===== config.mk =====
export PLATFORM = sky130hd
export DESIGN_NAME = tks_sys_regs
export DESIGN_NICKNAME = d
export VERILOG_FILES = /design/src/tks_pkg.sv /design/src/tks_sync.sv /design/src/tks_sys_regs.sv
export VERILOG_INCLUDE_DIRS = /design/src /design/src/src
export SDC_FILE = /design/constraint.sdc
export NUM_CORES = 1
export LEC_CHECK = 0
export BUFFER_PORTS_ARGS = -buffer_cell sky130_fd_sc_hd__buf_2
export CORE_UTILIZATION = 40
export CTS_CLUSTER_SIZE = 30
export DETAILED_ROUTE_END_ITERATION = 7
export SLEW_MARGIN = 5
export SYNTH_ARGS = -nofsm -noshare
export SYNTH_HDL_FRONTEND = slang
export SYNTH_HIERARCHICAL = 1
export SYNTH_SLANG_ARGS = --single-unit

===== constraint.sdc =====
create_clock -name clk_sys -period 3.6 [get_ports clk_sys]
set_input_delay 0.72 -clock clk_sys [delete_from_list [all_inputs] [get_ports clk_sys]]
set_output_delay 0.72 -clock clk_sys [all_outputs]
set_load 0.05 [all_outputs]

===== src/tks_params.svh =====
// register map, reset values, field positions and timing constants
`ifndef TKS_PARAMS_SVH
`define TKS_PARAMS_SVH
// register offsets
`define TKS_OFF_ID_LO    8'h00
`define TKS_OFF_ID_HI    8'h01
`define TKS_OFF_REV      8'h02
`define TKS_OFF_PWR      8'h03
`define TKS_OFF_CLKG     8'h04
`define TKS_OFF_ICTL     8'h08
`define TKS_OFF_IEN      8'h09
`define TKS_OFF_ISTS     8'h0A
`define TKS_OFF_PIEN_LO  8'h0B
`define TKS_OFF_PIEN_HI  8'h0C
`define TKS_OFF_PIST_LO  8'h0D
`define TKS_OFF_PIST_HI  8'h0E
`define TKS_OFF_MON      8'h10
`define TKS_OFF_OUT      8'h12
`define TKS_OFF_DIR      8'h14
`define TKS_OFF_FUNC     8'h16
// reset values
`define TKS_RST_CLKG     8'hEF
`define TKS_RST_ICTL     8'h01
`define TKS_RST_IEN      8'h01
`define TKS_RST_ISTS     8'h01
`define TKS_RST_ZERO     8'h00
// power and reset control fields
`define TKS_B_SLEEP      3
`define TKS_B_WARM       2
`define TKS_B_SOFT       1
`define TKS_B_HIB        0
// clock gating fields
`define TKS_B_CG_GPIO    2
`define TKS_B_CG_FIFO    1
`define TKS_B_CG_TOUCH   0
`define TKS_B_SCLK_HI    7
`define TKS_B_SCLK_LO    5
// interrupt control fields
`define TKS_B_POL        2
`define TKS_B_TYPE       1
`define TKS_B_GLOB_EN    0
// interrupt source fields
`define TKS_B_SRC_GPIO   7
`define TKS_B_SRC_SYS    2
`define TKS_B_SRC_FIFO   1
`define TKS_B_SRC_POR    0
`define TKS_SRC_MASK     8'h87
// pins and bus
`define TKS_PINS         3
`define TKS_I2C_ADDR     7'h58
`define TKS_BYTE_BITS    4'h8
// interrupt pulse timing
`define TKS_IRQ_PULSE_NS 200
`define TKS_CLK_NS       20
`endif


===== src/tks_pkg.sv =====
// types shared by the touch key system block
package tks_pkg;
  // serial slave sequencer states
  typedef enum logic [2:0] {
    TKS_IDLE, TKS_ADDR, TKS_ACK, TKS_WR, TKS_RD, TKS_RACK
  } tks_i2c_st_t;
  typedef logic [7:0] tks_byte_t;
endpackage : tks_pkg


===== src/tks_sync.sv =====
// two flip-flop synchroniser for pins entering the clock domain
`timescale 1ns/1ps
`default_nettype none
module tks_sync #(
  parameter int          W    = 1,
  parameter logic [W-1:0] INIT = '0
) (
  // clock and reset
  input  wire logic         clk_sys,
  input  wire logic         rst_n,
  // pin side and synchronised side
  input  wire logic [W-1:0] d,
  output var  logic [W-1:0] q
);
  logic [W-1:0] meta_r;

  // first stage feeds only the second stage
  always_ff @(posedge clk_sys) begin
    if (!rst_n) begin
      meta_r <= INIT;
      q      <= INIT;
    end else begin
      meta_r <= d;
      q      <= meta_r;
    end
  end
endmodule : tks_sync
`default_nettype wire


===== src/tks_sys_regs.sv =====
// system control, interrupt and pin control registers behind a serial slave
`timescale 1ns/1ps
`default_nettype none
`include "tks_params.svh"

// Function
// - sleep request bit starts sleep entry, clears when sleep is entered
// - warm reset restarts state machines, register contents stay
// - full reset returns all registers to reset values and restarts machines
// - hibernate request bit forces hibernation, clears once entered
// - clock gating bits 2,1,0 stop pin, fifo and touch unit clocks
// - sensor clock field divides by 1,2,4,8 or 16 for 1xx
// - polarity zero pulls interrupt pin low, one drives it high
// - trigger type zero gives level, one gives a 200 ns pulse
// - global enable zero blocks all interrupts from the pin
// - per-source enables steer the pin, status records every event
// - writing one clears a status bit, zero leaves it
// - per-pin enable lets level transitions raise the pin interrupt
// - pin status updates regardless of enables, write one clears
// - monitor read gives present pin levels, writes ignored
// - output state bit drives its pin high or low
// - direction zero is input, one output, all zero after reset
// - function bit one selects general purpose, zero touch key
// - sleep or hibernate requests wait while a key is held
module tks_sys_regs #(
  parameter tks_pkg::tks_byte_t ID_LO = 8'h5A, // arbitrary value
  parameter tks_pkg::tks_byte_t ID_HI = 8'hC3, // arbitrary value
  parameter tks_pkg::tks_byte_t REV   = 8'h11  // arbitrary value
) (
  // clock and reset
  input  wire logic                 clk_sys,
  input  wire logic                 rst_n,
  // serial register port pins
  input  wire logic                 scl_i,
  input  wire logic                 sda_i,
  output var  logic                 sda_o,
  output var  logic                 sda_oe_n,
  // interrupt pin
  output var  logic                 irq_o,
  output var  logic                 irq_oe_n,
  // general purpose pins
  input  wire logic [`TKS_PINS-1:0] gpio_i,
  output var  logic [`TKS_PINS-1:0] gpio_o,
  output var  logic [`TKS_PINS-1:0] gpio_oe_n,
  output var  logic [`TKS_PINS-1:0] touch_sel,
  // power manager
  input  wire logic                 touch_held,
  input  wire logic                 sleep_ack,
  input  wire logic                 hib_ack,
  output var  logic                 sleep_req,
  output var  logic                 hib_req,
  output var  logic                 warm_rst,
  output var  logic                 soft_rst,
  // unit clocks and sensor rate
  input  wire logic                 sensor_src_tick,
  output var  logic                 sensor_tick,
  output var  logic                 gpio_clk_off,
  output var  logic                 fifo_clk_off,
  output var  logic                 touch_clk_off,
  // event sources
  input  wire logic                 fifo_not_empty,
  input  wire logic                 sys_event
);
  import tks_pkg::*;

  localparam int PULSE_CYC = `TKS_IRQ_PULSE_NS / `TKS_CLK_NS;
  localparam logic [3:0] PULSE_LD = 4'(PULSE_CYC);
  localparam int NP = `TKS_PINS;

  tks_i2c_st_t    st_r;
  logic [3:0]     bit_r;
  tks_byte_t      shf_r, ptr_r, wr_addr_r, wr_data_r;
  logic           rw_r, ptr_set_r, wr_stb_r;
  logic           scl_d_r, sda_d_r;
  logic           sleep_r, hib_r, soft_r, warm_r;
  tks_byte_t      clkg_r, ictl_r, ien_r, ists_r;
  logic [NP-1:0]  pien_r, pist_r, out_r, dir_r, func_r, pin_d_r;
  logic [3:0]     div_cnt_r, pcnt_r;
  logic           pend_d_r;
  logic [1:0]     bus_q;
  logic [NP-1:0]  pin_q;

  // pins enter through two flops before anything reads them
  tks_sync #(.W(2), .INIT(2'h3)) u_sync_bus (
    .clk_sys (clk_sys),
    .rst_n   (rst_n),
    .d       ({scl_i, sda_i}),
    .q       (bus_q)
  );
  tks_sync #(.W(NP), .INIT('0)) u_sync_pin (
    .clk_sys (clk_sys),
    .rst_n   (rst_n),
    .d       (gpio_i),
    .q       (pin_q)
  );

  // bus conditions from the synchronised lines
  wire scl   = bus_q[1];
  wire sda   = bus_q[0];
  wire start = scl && scl_d_r && sda_d_r && !sda;
  wire stop  = scl && scl_d_r && !sda_d_r && sda;
  wire rise  = scl && !scl_d_r;
  wire fall  = !scl && scl_d_r;
  wire full  = (bit_r == `TKS_BYTE_BITS);
  wire hit   = (shf_r[7:1] == `TKS_I2C_ADDR);
  wire fsm_rst = !rst_n || soft_r || warm_r;
  wire reg_rst = !rst_n || soft_r;

  // read data selection; reserved bits read zero
  wire [7:0] pad = `TKS_RST_ZERO;
  wire tks_byte_t rd_data =
    (ptr_r == `TKS_OFF_ID_LO)   ? ID_LO :
    (ptr_r == `TKS_OFF_ID_HI)   ? ID_HI :
    (ptr_r == `TKS_OFF_REV)     ? REV :
    (ptr_r == `TKS_OFF_PWR)     ? {pad[7:4], sleep_r, 2'b00, hib_r} :
    (ptr_r == `TKS_OFF_CLKG)    ? clkg_r :
    (ptr_r == `TKS_OFF_ICTL)    ? ictl_r :
    (ptr_r == `TKS_OFF_IEN)     ? ien_r :
    (ptr_r == `TKS_OFF_ISTS)    ? ists_r :
    (ptr_r == `TKS_OFF_PIEN_LO) ? {pad[7:NP], pien_r} :
    (ptr_r == `TKS_OFF_PIST_LO) ? {pad[7:NP], pist_r} :
    (ptr_r == `TKS_OFF_MON)     ? {pad[7:NP], pin_q} :
    (ptr_r == `TKS_OFF_OUT)     ? {pad[7:NP], out_r} :
    (ptr_r == `TKS_OFF_DIR)     ? {pad[7:NP], dir_r} :
    (ptr_r == `TKS_OFF_FUNC)    ? {pad[7:NP], func_r} : pad;

  // serial slave sequencer; pointer advances after every data byte written or read
  always_ff @(posedge clk_sys) begin
    if (fsm_rst) begin
      st_r <= TKS_IDLE;
      bit_r <= '0;
      shf_r <= '0;
      rw_r <= 1'b0;
      ptr_set_r <= 1'b0;
      sda_oe_n <= 1'b1;
      wr_stb_r <= 1'b0;
      wr_addr_r <= '0;
      wr_data_r <= '0;
    end else begin
      wr_stb_r <= 1'b0;
      if (start) begin
        st_r <= TKS_ADDR;
        bit_r <= '0;
        sda_oe_n <= 1'b1;
      end else if (stop) begin
        st_r <= TKS_IDLE;
        sda_oe_n <= 1'b1;
      end else begin
        case (st_r)
          TKS_ADDR, TKS_WR: begin
            if (rise) begin
              shf_r <= {shf_r[6:0], sda};
              bit_r <= bit_r + 4'h1;
            end else if (fall && full) begin
              bit_r <= '0;
              if (st_r == TKS_ADDR && !hit) begin
                st_r <= TKS_IDLE; // not addressed: stay off the bus
              end else begin
                st_r <= TKS_ACK;
                sda_oe_n <= 1'b0;
                if (st_r == TKS_ADDR) begin
                  rw_r <= shf_r[0];
                  ptr_set_r <= !shf_r[0];
                end else if (ptr_set_r) begin
                  ptr_set_r <= 1'b0;
                end else begin
                  wr_stb_r <= 1'b1;
                  wr_addr_r <= ptr_r;
                  wr_data_r <= shf_r;
                end
              end
            end
          end
          TKS_ACK: begin
            if (fall && rw_r) begin
              shf_r <= rd_data;
              sda_oe_n <= rd_data[7];
              bit_r <= 4'h1;
              st_r <= TKS_RD;
            end else if (fall) begin
              sda_oe_n <= 1'b1;
              st_r <= TKS_WR;
            end
          end
          TKS_RD: begin
            if (fall && full) begin
              sda_oe_n <= 1'b1;
              bit_r <= '0;
              st_r <= TKS_RACK;
            end else if (fall) begin
              sda_oe_n <= shf_r[6];
              shf_r <= {shf_r[6:0], 1'b0};
              bit_r <= bit_r + 4'h1;
            end
          end
          TKS_RACK: begin
            if (rise) begin
              st_r <= sda ? TKS_IDLE : TKS_ACK; // master nack ends the read
            end
          end
          default: st_r <= TKS_IDLE;
        endcase
      end
    end
  end

  // pointer: loaded by the first written byte, stepped after each data byte
  wire ptr_ld  = (st_r == TKS_WR) && fall && full && ptr_set_r && !start && !stop;
  wire ptr_inc = wr_stb_r || ((st_r == TKS_ACK) && fall && rw_r && !start && !stop);
  always_ff @(posedge clk_sys) begin
    if (fsm_rst) begin
      ptr_r <= ptr_r; // pointer is register content, kept by a warm reset
    end else if (ptr_ld) begin
      ptr_r <= shf_r;
    end else if (ptr_inc) begin
      ptr_r <= ptr_r + 8'h01;
    end
    if (!rst_n || soft_r) begin
      ptr_r <= `TKS_RST_ZERO;
    end
  end

  // write decode
  wire [7:0] wd   = wr_data_r;
  wire we_pwr  = wr_stb_r && (wr_addr_r == `TKS_OFF_PWR);
  wire we_clkg = wr_stb_r && (wr_addr_r == `TKS_OFF_CLKG);
  wire we_ictl = wr_stb_r && (wr_addr_r == `TKS_OFF_ICTL);
  wire we_ien  = wr_stb_r && (wr_addr_r == `TKS_OFF_IEN);
  wire we_ists = wr_stb_r && (wr_addr_r == `TKS_OFF_ISTS);
  wire we_pien = wr_stb_r && (wr_addr_r == `TKS_OFF_PIEN_LO);
  wire we_pist = wr_stb_r && (wr_addr_r == `TKS_OFF_PIST_LO);
  wire we_out  = wr_stb_r && (wr_addr_r == `TKS_OFF_OUT);
  wire we_dir  = wr_stb_r && (wr_addr_r == `TKS_OFF_DIR);
  wire we_func = wr_stb_r && (wr_addr_r == `TKS_OFF_FUNC);

  // event sources; a gated unit clock freezes its events
  wire [NP-1:0] chg = (pin_q ^ pin_d_r) & {NP{!clkg_r[`TKS_B_CG_GPIO]}};
  wire gpio_evt = |(chg & pien_r);
  wire fifo_evt = fifo_not_empty && !clkg_r[`TKS_B_CG_FIFO];
  wire [7:0] set_v = {gpio_evt, 4'h0, sys_event, fifo_evt, 1'b0};
  wire [7:0] clr_v = we_ists ? (wd & `TKS_SRC_MASK) : `TKS_RST_ZERO;
  wire [NP-1:0] pclr = we_pist ? wd[NP-1:0] : '0;

  // power and reset requests; hardware clears on entry, host write wins
  always_ff @(posedge clk_sys) begin
    if (reg_rst) begin
      sleep_r <= 1'b0;
      hib_r <= 1'b0;
    end else if (we_pwr) begin
      sleep_r <= wd[`TKS_B_SLEEP];
      hib_r <= wd[`TKS_B_HIB];
    end else begin
      sleep_r <= sleep_r && !sleep_ack;
      hib_r <= hib_r && !hib_ack;
    end
  end

  // self-clearing reset pulses, cleared only by the pin reset
  always_ff @(posedge clk_sys) begin
    if (!rst_n) begin
      soft_r <= 1'b0;
      warm_r <= 1'b0;
    end else begin
      soft_r <= we_pwr && wd[`TKS_B_SOFT];
      warm_r <= we_pwr && wd[`TKS_B_WARM];
    end
  end

  // configuration and status registers
  always_ff @(posedge clk_sys) begin
    if (reg_rst) begin
      clkg_r <= `TKS_RST_CLKG;
      ictl_r <= `TKS_RST_ICTL;
      ien_r <= `TKS_RST_IEN;
      ists_r <= `TKS_RST_ISTS; // power-on event pending after reset
      pien_r <= '0;
      pist_r <= '0;
      out_r <= '0;
      dir_r <= '0;
      func_r <= '0;
    end else begin
      if (we_clkg) clkg_r <= wd;
      if (we_ictl) ictl_r <= wd & {5'h00, 3'h7};
      if (we_ien) ien_r <= wd & `TKS_SRC_MASK;
      if (we_pien) pien_r <= wd[NP-1:0];
      if (we_out) out_r <= wd[NP-1:0];
      if (we_dir) dir_r <= wd[NP-1:0];
      if (we_func) func_r <= wd[NP-1:0];
      ists_r <= (ists_r & ~clr_v) | set_v;
      pist_r <= (pist_r & ~pclr) | chg;
    end
  end

  // interrupt qualification and pulse stretch
  wire pend = ictl_r[`TKS_B_GLOB_EN] && |(ists_r & ien_r);
  wire pulse_start = pend && !pend_d_r;
  wire irq_act = ictl_r[`TKS_B_GLOB_EN] &&
                 (ictl_r[`TKS_B_TYPE] ? (pcnt_r != 4'h0) : pend);

  // sensor clock divide mask: 1, 2, 4, 8, or 16 for 1xx
  wire [2:0] sclk = clkg_r[`TKS_B_SCLK_HI:`TKS_B_SCLK_LO];
  wire [3:0] dmask = sclk[2] ? 4'hF : 4'((5'h01 << sclk[1:0]) - 5'h01);
  wire s_en = sensor_src_tick && !clkg_r[`TKS_B_CG_TOUCH];

  // timing machines, restarted by warm reset
  always_ff @(posedge clk_sys) begin
    if (fsm_rst) begin
      pin_d_r <= pin_q;
      div_cnt_r <= '0;
      pcnt_r <= '0;
      pend_d_r <= 1'b0;
      scl_d_r <= 1'b1;
      sda_d_r <= 1'b1;
    end else begin
      pin_d_r <= pin_q;
      scl_d_r <= scl;
      sda_d_r <= sda;
      pend_d_r <= pend;
      if (s_en) div_cnt_r <= div_cnt_r + 4'h1;
      if (pulse_start) pcnt_r <= PULSE_LD;
      else if (pcnt_r != 4'h0) pcnt_r <= pcnt_r - 4'h1;
    end
  end

  // registered outputs
  always_ff @(posedge clk_sys) begin
    if (!rst_n) begin
      sda_o <= 1'b0;
      irq_o <= 1'b0;
      irq_oe_n <= 1'b1;
      gpio_o <= '0;
      gpio_oe_n <= '1;
      touch_sel <= '1;
      sleep_req <= 1'b0;
      hib_req <= 1'b0;
      warm_rst <= 1'b0;
      soft_rst <= 1'b0;
      sensor_tick <= 1'b0;
      {gpio_clk_off, fifo_clk_off, touch_clk_off} <= 3'h7;
    end else begin
      sda_o <= 1'b0; // open drain: only the enable moves
      irq_o <= ictl_r[`TKS_B_POL];
      irq_oe_n <= !irq_act;
      gpio_o <= out_r;
      gpio_oe_n <= ~(dir_r & func_r);
      touch_sel <= ~func_r;
      sleep_req <= sleep_r && !touch_held;
      hib_req <= hib_r && !touch_held;
      warm_rst <= warm_r;
      soft_rst <= soft_r;
      sensor_tick <= s_en && ((div_cnt_r & dmask) == dmask);
      gpio_clk_off <= clkg_r[`TKS_B_CG_GPIO];
      fifo_clk_off <= clkg_r[`TKS_B_CG_FIFO];
      touch_clk_off <= clkg_r[`TKS_B_CG_TOUCH];
    end
  end
endmodule : tks_sys_regs
`default_nettype wire


* After elaboration in Yosys (flattened, before gate mapping)
Index checks and enable logic that the tools add are counted.
Cells by class: add/subtract/negate cells 5, eq/ne operators 48, shift operators 1, mux-type cells 56, bitwise gates (word level) 23, reduce and logical (&&, ||, !) cells 82
Operators with widths (number):
- two-way mux 8 bit | 15
- equality test 8 x 4 -> 1 bit (second input constant) | 10
- equality test 8 x 5 -> 1 bit (second input constant) | 7
- logical AND 1 bit | 41
- two-way mux 3 bit | 13
- two-way mux 4 bit | 8
- equality test 8 x 2 -> 1 bit (second input constant) | 3
- one-hot mux 8 bit (3 select lines) | 1
- inequality test 2 bit (second input constant) | 9
- zero test 1 bit | 17
- AND 8 bit | 2
- equality test 8 x 3 -> 1 bit (second input constant) | 2
- inequality test 4 bit (second input constant) | 4
- OR reduction 8 bit | 2
- AND reduction 5 bit | 3
- two-way mux 1 bit | 14
- AND reduction 7 bit | 2
- AND 3 bit | 4
- one-hot mux 3 bit (4 select lines) | 1
- one-hot mux 4 bit (3 select lines) | 1
- AND reduction 6 bit | 2
- inequality test 3 bit (second input constant) | 3
- inverter 1 bit | 9
- inverter 3 bit | 3
- other kinds (28) | 39
Word-level totals: register bits after elaboration 128, output and inout bits 21

* Longest topological paths before layout
Gate-level depths: netlist of run 1.
word-level depth 17, depth in mapped cells 10

* By module
Netlist of run 1, hierarchy kept.
By module, submodules not included:
- tks_sys_regs | instances 1, cells each 636, area an instance 5383.9 µm², sequential area each 2282.2 µm²
- tks_sync at u_sync_pin | instances 1, cells each 12, area an instance 157.7 µm², sequential area each 120.1 µm²
- tks_sync at u_sync_bus | instances 1, cells each 8, area an instance 105.1 µm², sequential area each 80.1 µm²

* Least setup slack after synthesis of run 1
No wires, ideal clock.
path kind reg2reg, start register ptr_r[0], end register shf_r[0], library setup time 74 ps, arrival time 1994 ps, required time 3526 ps, slack 1531 ps, cell stages (with the launch flop) 9, period minus slack after synthesis 2069 ps, path through dfxtp_1 -> inv_1 -> ha_1 -> clkbuf_1 -> clkbuf_1 -> o211ai_1 -> o21a_1 -> a2111o_1 -> a31oi_1
On the way: cells in the longest elaborated chain, start to end 17, elaborated cells on any way between the ends 30
Ends and longest elaborated chain:
- start: declaration | line tks_sys_regs.sv:72 | tks_byte_t shf_r, ptr_r, wr_addr_r, wr_data_r;
- start signal: assignment | line tks_sys_regs.sv:212 | ptr_r <= ptr_r;
- start signal: assignment | line tks_sys_regs.sv:214 | ptr_r <= shf_r;
- start signal: assignment | line tks_sys_regs.sv:216 | ptr_r <= ptr_r + 8'h01;
- equality test 8 x 5 -> 1 bit (no source line)
- two-way mux 3 bit | line tks_sys_regs.sv:125 | (ptr_r == `TKS_OFF_FUNC) ? {pad[7:NP], func_r} : pad;
- two-way mux 3 bit | line tks_sys_regs.sv:124 | (ptr_r == `TKS_OFF_DIR) ? {pad[7:NP], dir_r} :
- two-way mux 3 bit | line tks_sys_regs.sv:123 | (ptr_r == `TKS_OFF_OUT) ? {pad[7:NP], out_r} :
- two-way mux 3 bit | line tks_sys_regs.sv:122 | (ptr_r == `TKS_OFF_MON) ? {pad[7:NP], pin_q} :
- two-way mux 3 bit | line tks_sys_regs.sv:121 | (ptr_r == `TKS_OFF_PIST_LO) ? {pad[7:NP], pist_r} :
- two-way mux 3 bit | line tks_sys_regs.sv:120 | (ptr_r == `TKS_OFF_PIEN_LO) ? {pad[7:NP], pien_r} :
- two-way mux 8 bit | line tks_sys_regs.sv:119 | (ptr_r == `TKS_OFF_ISTS) ? ists_r :
- two-way mux 8 bit | line tks_sys_regs.sv:118 | (ptr_r == `TKS_OFF_IEN) ? ien_r :
- two-way mux 8 bit | line tks_sys_regs.sv:117 | (ptr_r == `TKS_OFF_ICTL) ? ictl_r :
- two-way mux 8 bit | line tks_sys_regs.sv:116 | (ptr_r == `TKS_OFF_CLKG) ? clkg_r :
- two-way mux 8 bit | line tks_sys_regs.sv:115 | (ptr_r == `TKS_OFF_PWR) ? {pad[7:4], sleep_r, 2'b00, hib_r} :
- two-way mux 8 bit | line tks_sys_regs.sv:114 | (ptr_r == `TKS_OFF_REV) ? REV :
- two-way mux 8 bit | line tks_sys_regs.sv:113 | (ptr_r == `TKS_OFF_ID_HI) ? ID_HI :
- two-way mux 8 bit (*) | line tks_sys_regs.sv:112 | (ptr_r == `TKS_OFF_ID_LO) ? ID_LO :
- two-way mux 8 bit (*) | line tks_sys_regs.sv:175 | if (fall && rw_r) begin
- one-hot mux 8 bit (3 select lines) (*) | line tks_sys_regs.sv:149 | case (st_r)
- end signal: assignment | line tks_sys_regs.sv:152 | shf_r <= {shf_r[6:0], sda};
- end signal: assignment | line tks_sys_regs.sv:176 | shf_r <= rd_data;
- end signal: assignment | line tks_sys_regs.sv:192 | shf_r <= {shf_r[6:0], 1'b0};
- end: declaration | line tks_sys_regs.sv:72
Mark *: on every way between the ends. The rest lies on a longest branch, timed or not. The select of a mux whose other input is x is not followed. A chain may end at the register's enable or synchronous reset.

* Worst setup path in the final report of run 1
start register bit_r[0], end register wr_addr_r[2]
On the way: cells in the longest elaborated chain, start to end 3
Ends and longest elaborated chain:
- start: declaration | line tks_sys_regs.sv:71 | logic [3:0] bit_r;
- start signal: assignment | line tks_sys_regs.sv:153 | bit_r <= bit_r + 4'h1;
- start signal: assignment | line tks_sys_regs.sv:193 | bit_r <= bit_r + 4'h1;
- equality test 4 bit (no source line)
- logical AND 1 bit | line tks_sys_regs.sv:154 | end else if (fall && full) begin
- AND reduction 8 bit (no source line)
- end signal: assignment | line tks_sys_regs.sv:168 | wr_addr_r <= ptr_r;
- end: declaration | line tks_sys_regs.sv:72
Every way passes these cells.

==> results of run 1 <==
-- worst register-to-register path: cells and delay by family (launching register included) --
kind	cells	cell delay (ps)
simple gates	5	1570
mux	1	370
flops	1	340
fa+ha+maj	1	150
buf+inv	1	80
-- power groups by stage --
| stage | combinational (W) | sequential [W] | clock [W] |
|---|---|---|---|
| 2_1_floorplan | 0.000126 | 0.00145 | 0 |
| 3_3_place_gp | 0.000156 | 0.00147 | 0 |
| 3_5_place_dp | 0.000158 | 0.00147 | 0 |
| 4_1_cts | 0.000159 | 0.00144 | 0.00166 |
| 5_1_grt | 0.000179 | 0.00145 | 0.00172 |
| 6_report | 0.000159 | 0.00144 | 0.00163 |
-- state kept, by name, summed over array words and instances (netlist names), 8 cells and up --
signal,flops
clkg_r,8
ptr_r,8
shf_r,8
wd,8
wr_addr_r,8
-- layout make-up --
type	count	area (um^2)
Clock buffer	20	456.7
Timing Repair Buffer	41	227.7
Fill cell	1324	7341
Inverter	17	63.81
Clock inverter	12	115.1
Sequential cell	124	2482
Tap cell	180	225.2
Multi-Input combinational cell	474	2915
-- worst max-delay path by stage --
stage | end | slack [ps] | cells past startpoint
global route | wr_addr_r[2] | 750 | 8
CTS | ptr_r[6] | 760 | 9
floorplan | shf_r[0] | 1530 | 8
detailed placement | ptr_r[6] | 760 | 9
finish | wr_addr_r[2] | 970 | 8
global placement | ptr_r[6] | 920 | 9
-- through the flow --
step	setup slack [ps]	std cells
CTS	755.5	868
global placement	916.1	836
detailed placement	755.1	836
finish	971.3	868
floorplan	1531	656
global route	750.3	868
-- routing by layer --
metal  wire [um]  global-route usage (%)  vias up
met5           0                       0        -
met4         387                   10.11        0
met3         715                   5.047       30
met2        6850                   33.91      155
met1        6675                   28.06     2317
li1            -                       -     2362
-- logic make-up (layout without fill, tap and decap cells) --
logic type	count (synthesis)	in the layout
adder cells (fa/ha/maj)	7	7
other	1	1
AND/OR/NAND/NOR	266	266
AO/OA/AOI/OAI	151	151
buffers and inverters	58	90
flip-flops	124	124
multiplexers	39	39
XOR/XNOR	10	10
-- cell usage in the layout (no fill, tap or decap), types with 4 or more instances in the layout --
master,Yosys,layout
buf_2,4,32
a21oi_1,58,58
nand3_1,15,15
o22ai_1,4,4
buf_4,3,9
nand4_1,6,6
nand2b_1,18,18
nor3_1,12,12
and3b_1,4,4
nand2_1,62,62
ha_1,7,7
nand4b_1,5,5
o21ai_0,31,30
and3_1,4,4
and2_1,14,14
nor3b_1,5,5
inv_1,17,17
clkinv_4,0,4
nand3b_1,4,4
mux2i_1,36,36
dfxtp_1,124,124
o211ai_1,9,9
a31oi_1,9,9
nor2b_1,5,5
clkbuf_16,0,17
or3_1,4,4
nor2_1,82,82
or2_2,5,5
xor2_1,7,7
a211oi_1,5,5
==> flow_summary.json, run 1 <==
{
  "muxShareOfSynthArea_pct": 7.379,
  "post-route-drc-count": 0,
  "path_class": "flop to flop",
  "postLayoutCellArea_um2": 6486,
  "portBuffers": 32,
  "rsz0062_at_grt": "false",
  "synth_edf_count": 0,
  "outcome": "completed",
  "dr.pass1.iters": 6,
  "drive_above_1_share_pct": 13.37,
  "crit_path_max_fanout": 17,
  "cts_sinks": 124,
  "root_buffer": "clkbuf_16",
  "place_area_um2": 5914,
  "timing.setup.tns_ps": 0,
  "synth_common_cells": "124 x dfxtp_1, 82 x nor2_1, 62 x nand2_1, 58 x a21oi_1, 36 x mux2i_1",
  "ys_ff_latch": 124,
  "cts_buffers": 17,
  "p_sw_share_pct": 23.93,
  "postCtsSetupBuffers": 0,
  "num_vias": 4864,
  "worstHoldPathCells": 0,
  "synth_top_family_by_area": "simple AND/OR/NAND/NOR gates",
  "grt_max_degree": 34,
  "reg2reg_to": "wr_addr_r[2]",
  "die_area_um2": 14600,
  "r2r_start": "bit_r[0]",
  "rrSetupSlack_ps": 970,
  "final_util_pct": 46.91,
  "combPwrFrac_pct": 4.9,
  "wl_per_cell_um": 16.85,
  "drt_iter0_markers": 359,
  "grtUsageTotal_pct": 21.63,
  "cts_tree": "built",
  "totalPowerFinal_w": 0.003227,
  "clk_latency_ps": 430,
  "rr_worst_depth": 8,
  "tightest_slew_ps": 1094,
  "cts_resized": 0,
  "fin_skew_ps": 9.170,
  "end_kind": "flop",
  "min_path_type": "flop to flop",
  "synth_area_leaders": "dfxtp_1 44%, mux2i_1 6.4%, nor2_1 5.5%",
  "ios": 34,
  "cts_hold_buf": 0,
  "synth_adder_area_share_pct": 1.551,
  "clkPwrFrac_pct": 50.4,
  "htree_levels": 4,
  "die_h_um": 120.8,
  "cp_slowest_stage_delay_ps": 820,
  "grt_pass1_vias": 4666,
  "synth-compound-area-share_pct": 16.62,
  "syn_area_per_cell_um2": 8.608,
  "syn_inst": 656,
  "grt_overflow": 0,
  "p_leak_nw": 2.520,
  "slew_viol_final": 0,
  "wl_um": 14630,
  "hold_viol": 0,
  "ys_seq_area_share_pct": 43.96,
  "cts.reportedPaths.clkPinSlew_ps": 60,
  "p_sw_w": 0.0007723,
  "finalSetupViolCount": 0,
  "p_int_w": 0.002455,
  "ant_nets": 0,
  "whs_ps": 377.4,
  "rows": 43,
  "nNetsFinal": 695,
  "async_flop_share_pct": 0,
  "initial_utilization_pct": 40.84,
  "relSlewSlack_pct": 26.41,
  "dpl.hpwl_um": 10220,
  "maxCapViolations": 0,
  "synth_fp_nets": 676,
  "powerDensity_nw_per_um2": 497.6,
  "hold_end": "pin_d_r[1]",
  "ys.flop_type": "dfxtp_1",
  "synth-xor-area-share_pct": 1.551,
  "worstPathRequired_ps": 3900,
  "yosys.area_share.simple_pct": 24.46,
  "start_kind": "flop",
  "crit_start": "bit_r[0]",
  "gp_congestion": 0.8913,
  "fin_crit_ps": 2629,
  "clockBufferDepth": 2,
  "die_w_um": 120.8,
  "crit_slowest_cell": "or3b_1",
  "cp_top_family": "simple AND/OR/NAND/NOR gates",
  "p_seq_share_pct": 44.6,
  "core_um2": 13830,
  "hold_start": "u_sync_pin/q[1]",
  "synth_top_area_share_pct": 43.96,
  "grt_pass1_wl_um": 24160,
  "syn_to_final_growth_pct": 14.87,
  "synth_cell_type_count": 75,
  "antenna_cells": 0,
  "worst_ep_arrival_time_ps": 2930,
  "synth_most_common_cell": "dfxtp_1",
  "max_freq_ghz": 0.3804,
  "worst-path-buf-inv": 1,
  "crit_chain": "inv_1 -> ha_1 -> nand3b_1 -> nor2_4 -> nand3_2 -> or3b_1 -> mux2i_1 -> nor2_1",
  "synth_area_leader_cell": "dfxtp_1",
  "fin_crit_sh_pct": 73.02,
  "grt_antenna_before_repair": 0,
  "viasPerCell": 5.604,
  "synthesis.area_um2": 5647,
  "peakVddDrop_mv": 0.3075,
  "yosys_warnings": 6
}
(Power assumes the default switching activity.)
==> run 2: changes to the inputs <==
ABC_AREA = 1   (was not set)
clock period = 2.6 ns   (was 3.6 ns; I/O delays follow)
==> run 2 against run 1 <==
Against the previous run: worst hold slack got worse by 110 ps; sequential share of layout area rose by 0.23 points; non-clock buffer count fell by 4; final cell count is 12% higher; via count up 2.0%; register-to-register slack worse by 510 ps; clock-buffer cell count up 5; clock power is 45% higher; power increased by 59%; largest cell class is now flip-flops and latches.
==> flow_summary.json, run 2 <==
{
  "outcome": "completed",
  "fin_crit_sh_pct": 82.35,
  "clk_latency_ps": 420,
  "crit_path_max_fanout": 7,
  "place_area_um2": 5849,
  "portBuffers": 32,
  "synth_edf_count": 0,
  "p_leak_nw": 2.809,
  "die_h_um": 119.2,
  "maxCapViolations": 0,
  "peakVddDrop_mv": 0.7351,
  "grt_antenna_before_repair": 0,
  "clkPwrFrac_pct": 46.0,
  "synthesis.area_um2": 5492,
  "antenna_cells": 0,
  "ios": 34,
  "syn_area_per_cell_um2": 7.441,
  "end_kind": "flop",
  "relSlewSlack_pct": 66.51,
  "viasPerCell": 5.118,
  "grt_pass1_vias": 4723,
  "worst_slack_ps": 459.0,
  "place_ws_ps": 496.6,
  "yosys_warnings": 6,
  "p_sw_share_pct": 26.92,
  "synth_top_area_share_pct": 45.20,
  "grt_pass1_wl_um": 23170,
  "fin_skew_ps": 5.899,
  "nNetsFinal": 801,
  "ys_seq_area_share_pct": 45.20,
  "timing.setup.tns_ps": 0,
  "cts_tree": "built",
  "htree_levels": 4,
  "grtUsageTotal_pct": 21.01,
  "grt_max_degree": 33,
  "synth_fp_nets": 758,
  "worst-path-buf-inv": 2,
  "drive_above_1_share_pct": 14.88,
  "crit_slowest_cell": "dfxtp_1",
  "fin_crit_ps": 2141,
  "rows": 42,
  "p_seq_share_pct": 40.0,
  "whs_ps": 269.2,
  "num_vias": 4959,
  "wl_per_cell_um": 14.52,
  "synth_most_common_cell": "nand2_1",
  "syn_inst": 738,
  "cts_resized": 0,
  "hold_viol": 0,
  "cp_slowest_stage_delay_ps": 340,
  "cts.reportedPaths.clkPinSlew_ps": 50,
  "max_freq_ghz": 0.4671,
  "worst_ep_arrival_time_ps": 2460,
  "tightest_slew_ps": 498.2,
  "root_buffer": "clkbuf_16",
  "drt_iter0_markers": 371,
  "synth_cell_type_count": 45,
  "grt_overflow": 0,
  "ys.flop_type": "dfxtp_1",
  "die_area_um2": 14200,
  "core_um2": 13300,
  "die_w_um": 119.2,
  "worstPathRequired_ps": 2920,
  "synth_common_cells": "137 x nand2_1, 124 x dfxtp_1, 104 x inv_1, 72 x a21oi_1, 59 x o21ai_0",
  "start_kind": "flop",
  "layout_commonest_cell": "nand2_1",
  "layout_common_cells": "137 x nand2_1, 124 x dfxtp_1, 104 x inv_1",
  "finalSetupViolCount": 0,
  "initial_utilization_pct": 41.30,
  "postCtsSetupBuffers": 0,
  "crit_top_cell": "nand2_1",
  "dr.pass1.iters": 6,
  "cts_sinks": 124,
  "wl_um": 14070,
  "combPwrFrac_pct": 14.1,
  "synth_area_leaders": "dfxtp_1 45%, nand2_1 9.4%, inv_1 7.1%",
  "postLayoutCellArea_um2": 6447,
  "cts_hold_buf": 0,
  "ant_nets": 0,
  "clockBufferDepth": 2,
  "powerDensity_nw_per_um2": 796.0,
  "crit_chain": "inv_1 -> ha_1 -> nand3_1 -> nor2_2 -> inv_1 -> nor2_1 -> o21ai_1 -> a22oi_1 -> nand2_1 -> nand2_1 -> nand2_1",
  "rsz0062_at_grt": "false",
  "syn_to_final_growth_pct": 17.41,
  "post-route-drc-count": 0,
  "path_class": "flop to flop",
  "p_sw_w": 0.001382,
  "gp_congestion": 0.9189,
  "ys_ff_latch": 124,
  "slew_viol_final": 0,
  "p_int_w": 0.003751,
  "totalPowerFinal_w": 0.005132,
  "cp_top_family": "simple AND/OR/NAND/NOR gates",
  "dpl.hpwl_um": 10260,
  "async_flop_share_pct": 0,
  "cts_buffers": 17,
  "synth_area_leader_cell": "dfxtp_1",
  "min_path_type": "input pin to flop"
}
run 2: changes by cell type in the layout (fill, tap and decap cells not counted), sizes merged, moves of 7 or more:
| cell | delta |
|---|---|
| inv | +106 |
| nand2 | +79 |
| o21ai | +48 |
| mux2i | -36 |
| nor2 | -24 |
| nand3 | +20 |
| nand2b | -18 |
| a21oi | +14 |
| and2 | -14 |
| nor3 | +10 |
| nor3b | -7 |
run 2: cell type report:
type	count	area (um^2)
multi-input cells	476	2480
clock inverters	6	82.58
clock buffers	25	515.5
well taps	176	220.2
inverters	125	469.2
flip-flops and latches	124	2482
repair buffers	37	197.7
fillers	1319	6848
run 2: cells by family after synthesis:
kind of cell	after synthesis	share of synthesized area (%)
xor gates and xnor gates	7	1.116
DFF	124	45.20
other	1	0.06829
and+or+nand+nor	276	23.51
adders and majority gates	7	1.595
AOI/OAI and AO/OA	185	18.87
buffers and inverters	138	9.638
run 2: final timing paths:
kind,endpoint,from,cells past startpoint,slack (ps)
min,u_sync_bus/meta_r[0],sda_i,3,270
max reg2reg,sda_oe_n,ptr_r[0],11,460
min reg2reg,pin_d_r[0],u_sync_pin/q[0],0,390
max,sda_oe_n,ptr_r[0],11,460
run 2: worst reg2reg max path: stages, from the launching register on:
cell and delay (ps):
dfxtp_1 340, inv_1 140, ha_1 240, nand3_1 220, nor2_2 340, inv_1 160
nor2_1 110, o21ai_1 90, a22oi_1 220, nand2_1 80, nand2_1 60, nand2_1 40
run 2: power by group through the flow:
stage	Combinational [W]	Clock [W]	Sequential (W)
6_report	0.000722	0.00236	0.00205
5_1_grt	0.000815	0.00249	0.00206
4_1_cts	0.000720	0.00239	0.00205
3_5_place_dp	0.000716	0	0.00209
3_3_place_gp	0.000702	0	0.00209
2_1_floorplan	0.000526	0	0.00210
run 2: through the flow:
stage	util [%]	std cells
detailed placement	44.00	938
global placement	44.00	938
CTS	48.49	969
floorplan	-	738
global route	48.49	969
finish	48.49	969
run 2: metal layers:
metal  up-vias  part of all wire (%)  global-route usage, %
li1       2511                     -                      -
met1      2302                    46                  26.45
met2       119                    47                  33.87
met3        27                   4.8                  5.603
met4         0                   2.2                  8.623
met5         -                     0                      0
==> run 3: changes to the inputs <==
clock period = 1.8 ns   (was 2.6 ns; I/O delays follow)
==> run 3 against run 2 <==
Against the previous run: sequential cell count unchanged; power up 55%; clock skew is 3.4 ps higher; final cell count is 5.7% higher; worst hold slack got worse by 160 ps; design area rose by 11%; critical endpoint is now ptr_r[0]; largest cell class is now multi-input combinational cells; largest power group unchanged.
==> flow_summary.json, run 3 (synthesis results as in run 2) <==
{
  "antenna_cells": 0,
  "grt_max_degree": 33,
  "grt_overflow": 0,
  "wl_per_cell_um": 15.16,
  "cts.reportedPaths.clkPinSlew_ps": 50,
  "powerDensity_nw_per_um2": 1111,
  "crit_top_cell": "inv_2",
  "gp_congestion": 0.9021,
  "crit_slowest_cell": "dfxtp_2",
  "grtUsageMet2_pct": 36.34,
  "start_kind": "flop",
  "layout_common_cells": "129 x nand2_1, 113 x dfxtp_1, 93 x inv_1",
  "dpl.hpwl_um": 10760,
  "grt_antenna_before_repair": 0,
  "fin_skew_ps": 9.344,
  "rsz0062_at_grt": "true",
  "portBuffers": 32,
  "slew_viol_final": 0,
  "ant_nets": 0,
  "syn_to_final_growth_pct": 30.60,
  "initial_utilization_pct": 41.30,
  "filler_cell_count": 1263,
  "min_path_type": "input pin to flop",
  "htree_levels": 4,
  "worst_ep_arrival_time_ps": 2080,
  "fin_crit_sh_pct": 96.63,
  "p_leak_nw": 3.128,
  "wl_um": 15530,
  "drt_iter0_markers": 391,
  "max_freq_ghz": 0.5749,
  "timing.setup.tns_ps": 0,
  "peakVddDrop_mv": 0.7592,
  "totalPowerFinal_w": 0.007968,
  "final_util_pct": 53.94,
  "gr-usage-met3_pct": 6.466,
  "cts_tree": "built",
  "viasPerCell": 5.128,
  "grt_pass1_wl_um": 24090,
  "die_w_um": 119.2,
  "grt_use_met1_pct": 26.26,
  "post-route-drc-count": 0,
  "crit_chain": "inv_2 -> nor2_8 -> nand4_4 -> nor3_4 -> inv_2 -> a31oi_4 -> buf_6 -> o21ai_1 -> a31oi_1",
  "crit_path_max_fanout": 5,
  "grt_pass1_vias": 4903,
  "layout_commonest_cell": "nand2_1",
  "clockBufferDepth": 2,
  "path_class": "flop to flop",
  "cts_sinks": 124,
  "maxCapViolations": 0,
  "fin_crit_ps": 1739,
  "core_um2": 13300,
  "root_buffer": "clkbuf_16",
  "cts_hold_buf": 0,
  "clk_latency_ps": 420,
  "cts_buffers": 17,
  "outcome": "completed",
  "grt_busiest_layer": "met2",
  "grtUsageTotal_pct": 22.05,
  "die_h_um": 119.2,
  "end_kind": "flop",
  "hold_viol": 0,
  "finalSetupViolCount": 0,
  "num_vias": 5251,
  "cp_slowest_stage_delay_ps": 340,
  "nNetsFinal": 855,
  "die_area_um2": 14200,
  "drive_above_1_share_pct": 27.24,
  "ios": 34,
  "worstPathRequired_ps": 2140,
  "dr.pass1.iters": 5,
  "rows": 42
}
[run 3: changes by cell type in the layout (fill, tap and decap cells not counted), sizes merged]
cell | previous run | this run
clkinv | 3 | 5
buf | 37 | 90
nand2 | 141 | 142
inv | 125 | 128
bufinv | 2 | 3
clkinvlp | 1 | 3
clkbuf | 25 | 18
[run 3: cell type report]
type	count	area, um^2	area share [%]
clock buffers	18	439.2	6.124
well taps	176	220.2	3.070
multi-input cells	477	2729	38.05
flip-flops and latches	124	2506	34.94
clock inverters	14	167.7	2.338
repair buffers	90	628.1	8.758
inverters	125	481.7	6.717
[run 3: timing repair]
action,CTS,global route
setup buffers,0,17
gates cloned,0,1
setup endpoints to repair,5,42
pin swaps,0,27
resized for setup,2,85
[run 3: per-stage QoR]
stage | hold WS (ps) | instance area (um^2) | cells | setup slack (ps)
6_report | 110.5 | 7172 | 1024 | 60.61
5_1_grt | 103.6 | 7172 | 1024 | -93.84
4_1_cts | 99.43 | 6759 | 1006 | 1.584
3_5_place_dp | 391.1 | 6145 | 974 | -50.19
3_3_place_gp | 385.1 | 6145 | 974 | 21.48
2_1_floorplan | 359.7 | 5492 | 738 | 70.19
[run 3: critical path: cells and delay by family (launching register included)]
family / cells / cell delay [ps]
simple gates: 3 / 540
buf+inv: 3 / 290
flops: 1 / 340
compound gates: 3 / 490
[run 3: path summary, 6_finish.rpt]
kind                        startpoint              endpoint  slack [ps]  cells after the start
setup / recovery               scl_d_r              ptr_r[0]          60                      9
hold / removal                   scl_i  u_sync_bus/meta_r[1]         110                      3
setup reg to reg               scl_d_r              ptr_r[0]          60                      9
hold reg to reg   u_sync_bus/meta_r[1]       u_sync_bus/q[1]         400                      2
[run 3: report_power, final]
part / switching, W / total (W) / internal [W]
registers: 0.000112 / 0.00299 / 0.00288
logic: 0.000933 / 0.00148 / 0.000545
clock network: 0.00129 / 0.00350 / 0.00221
total: 0.00233 / 0.00797 / 0.00564
[run 3: metal layers]
layer / share of wire, % / up-vias
li1: - / 2621
met1: 43 / 2444
met2: 49 / 148
met3: 5.1 / 38
met4: 3.3 / 0
met5: 0 / -
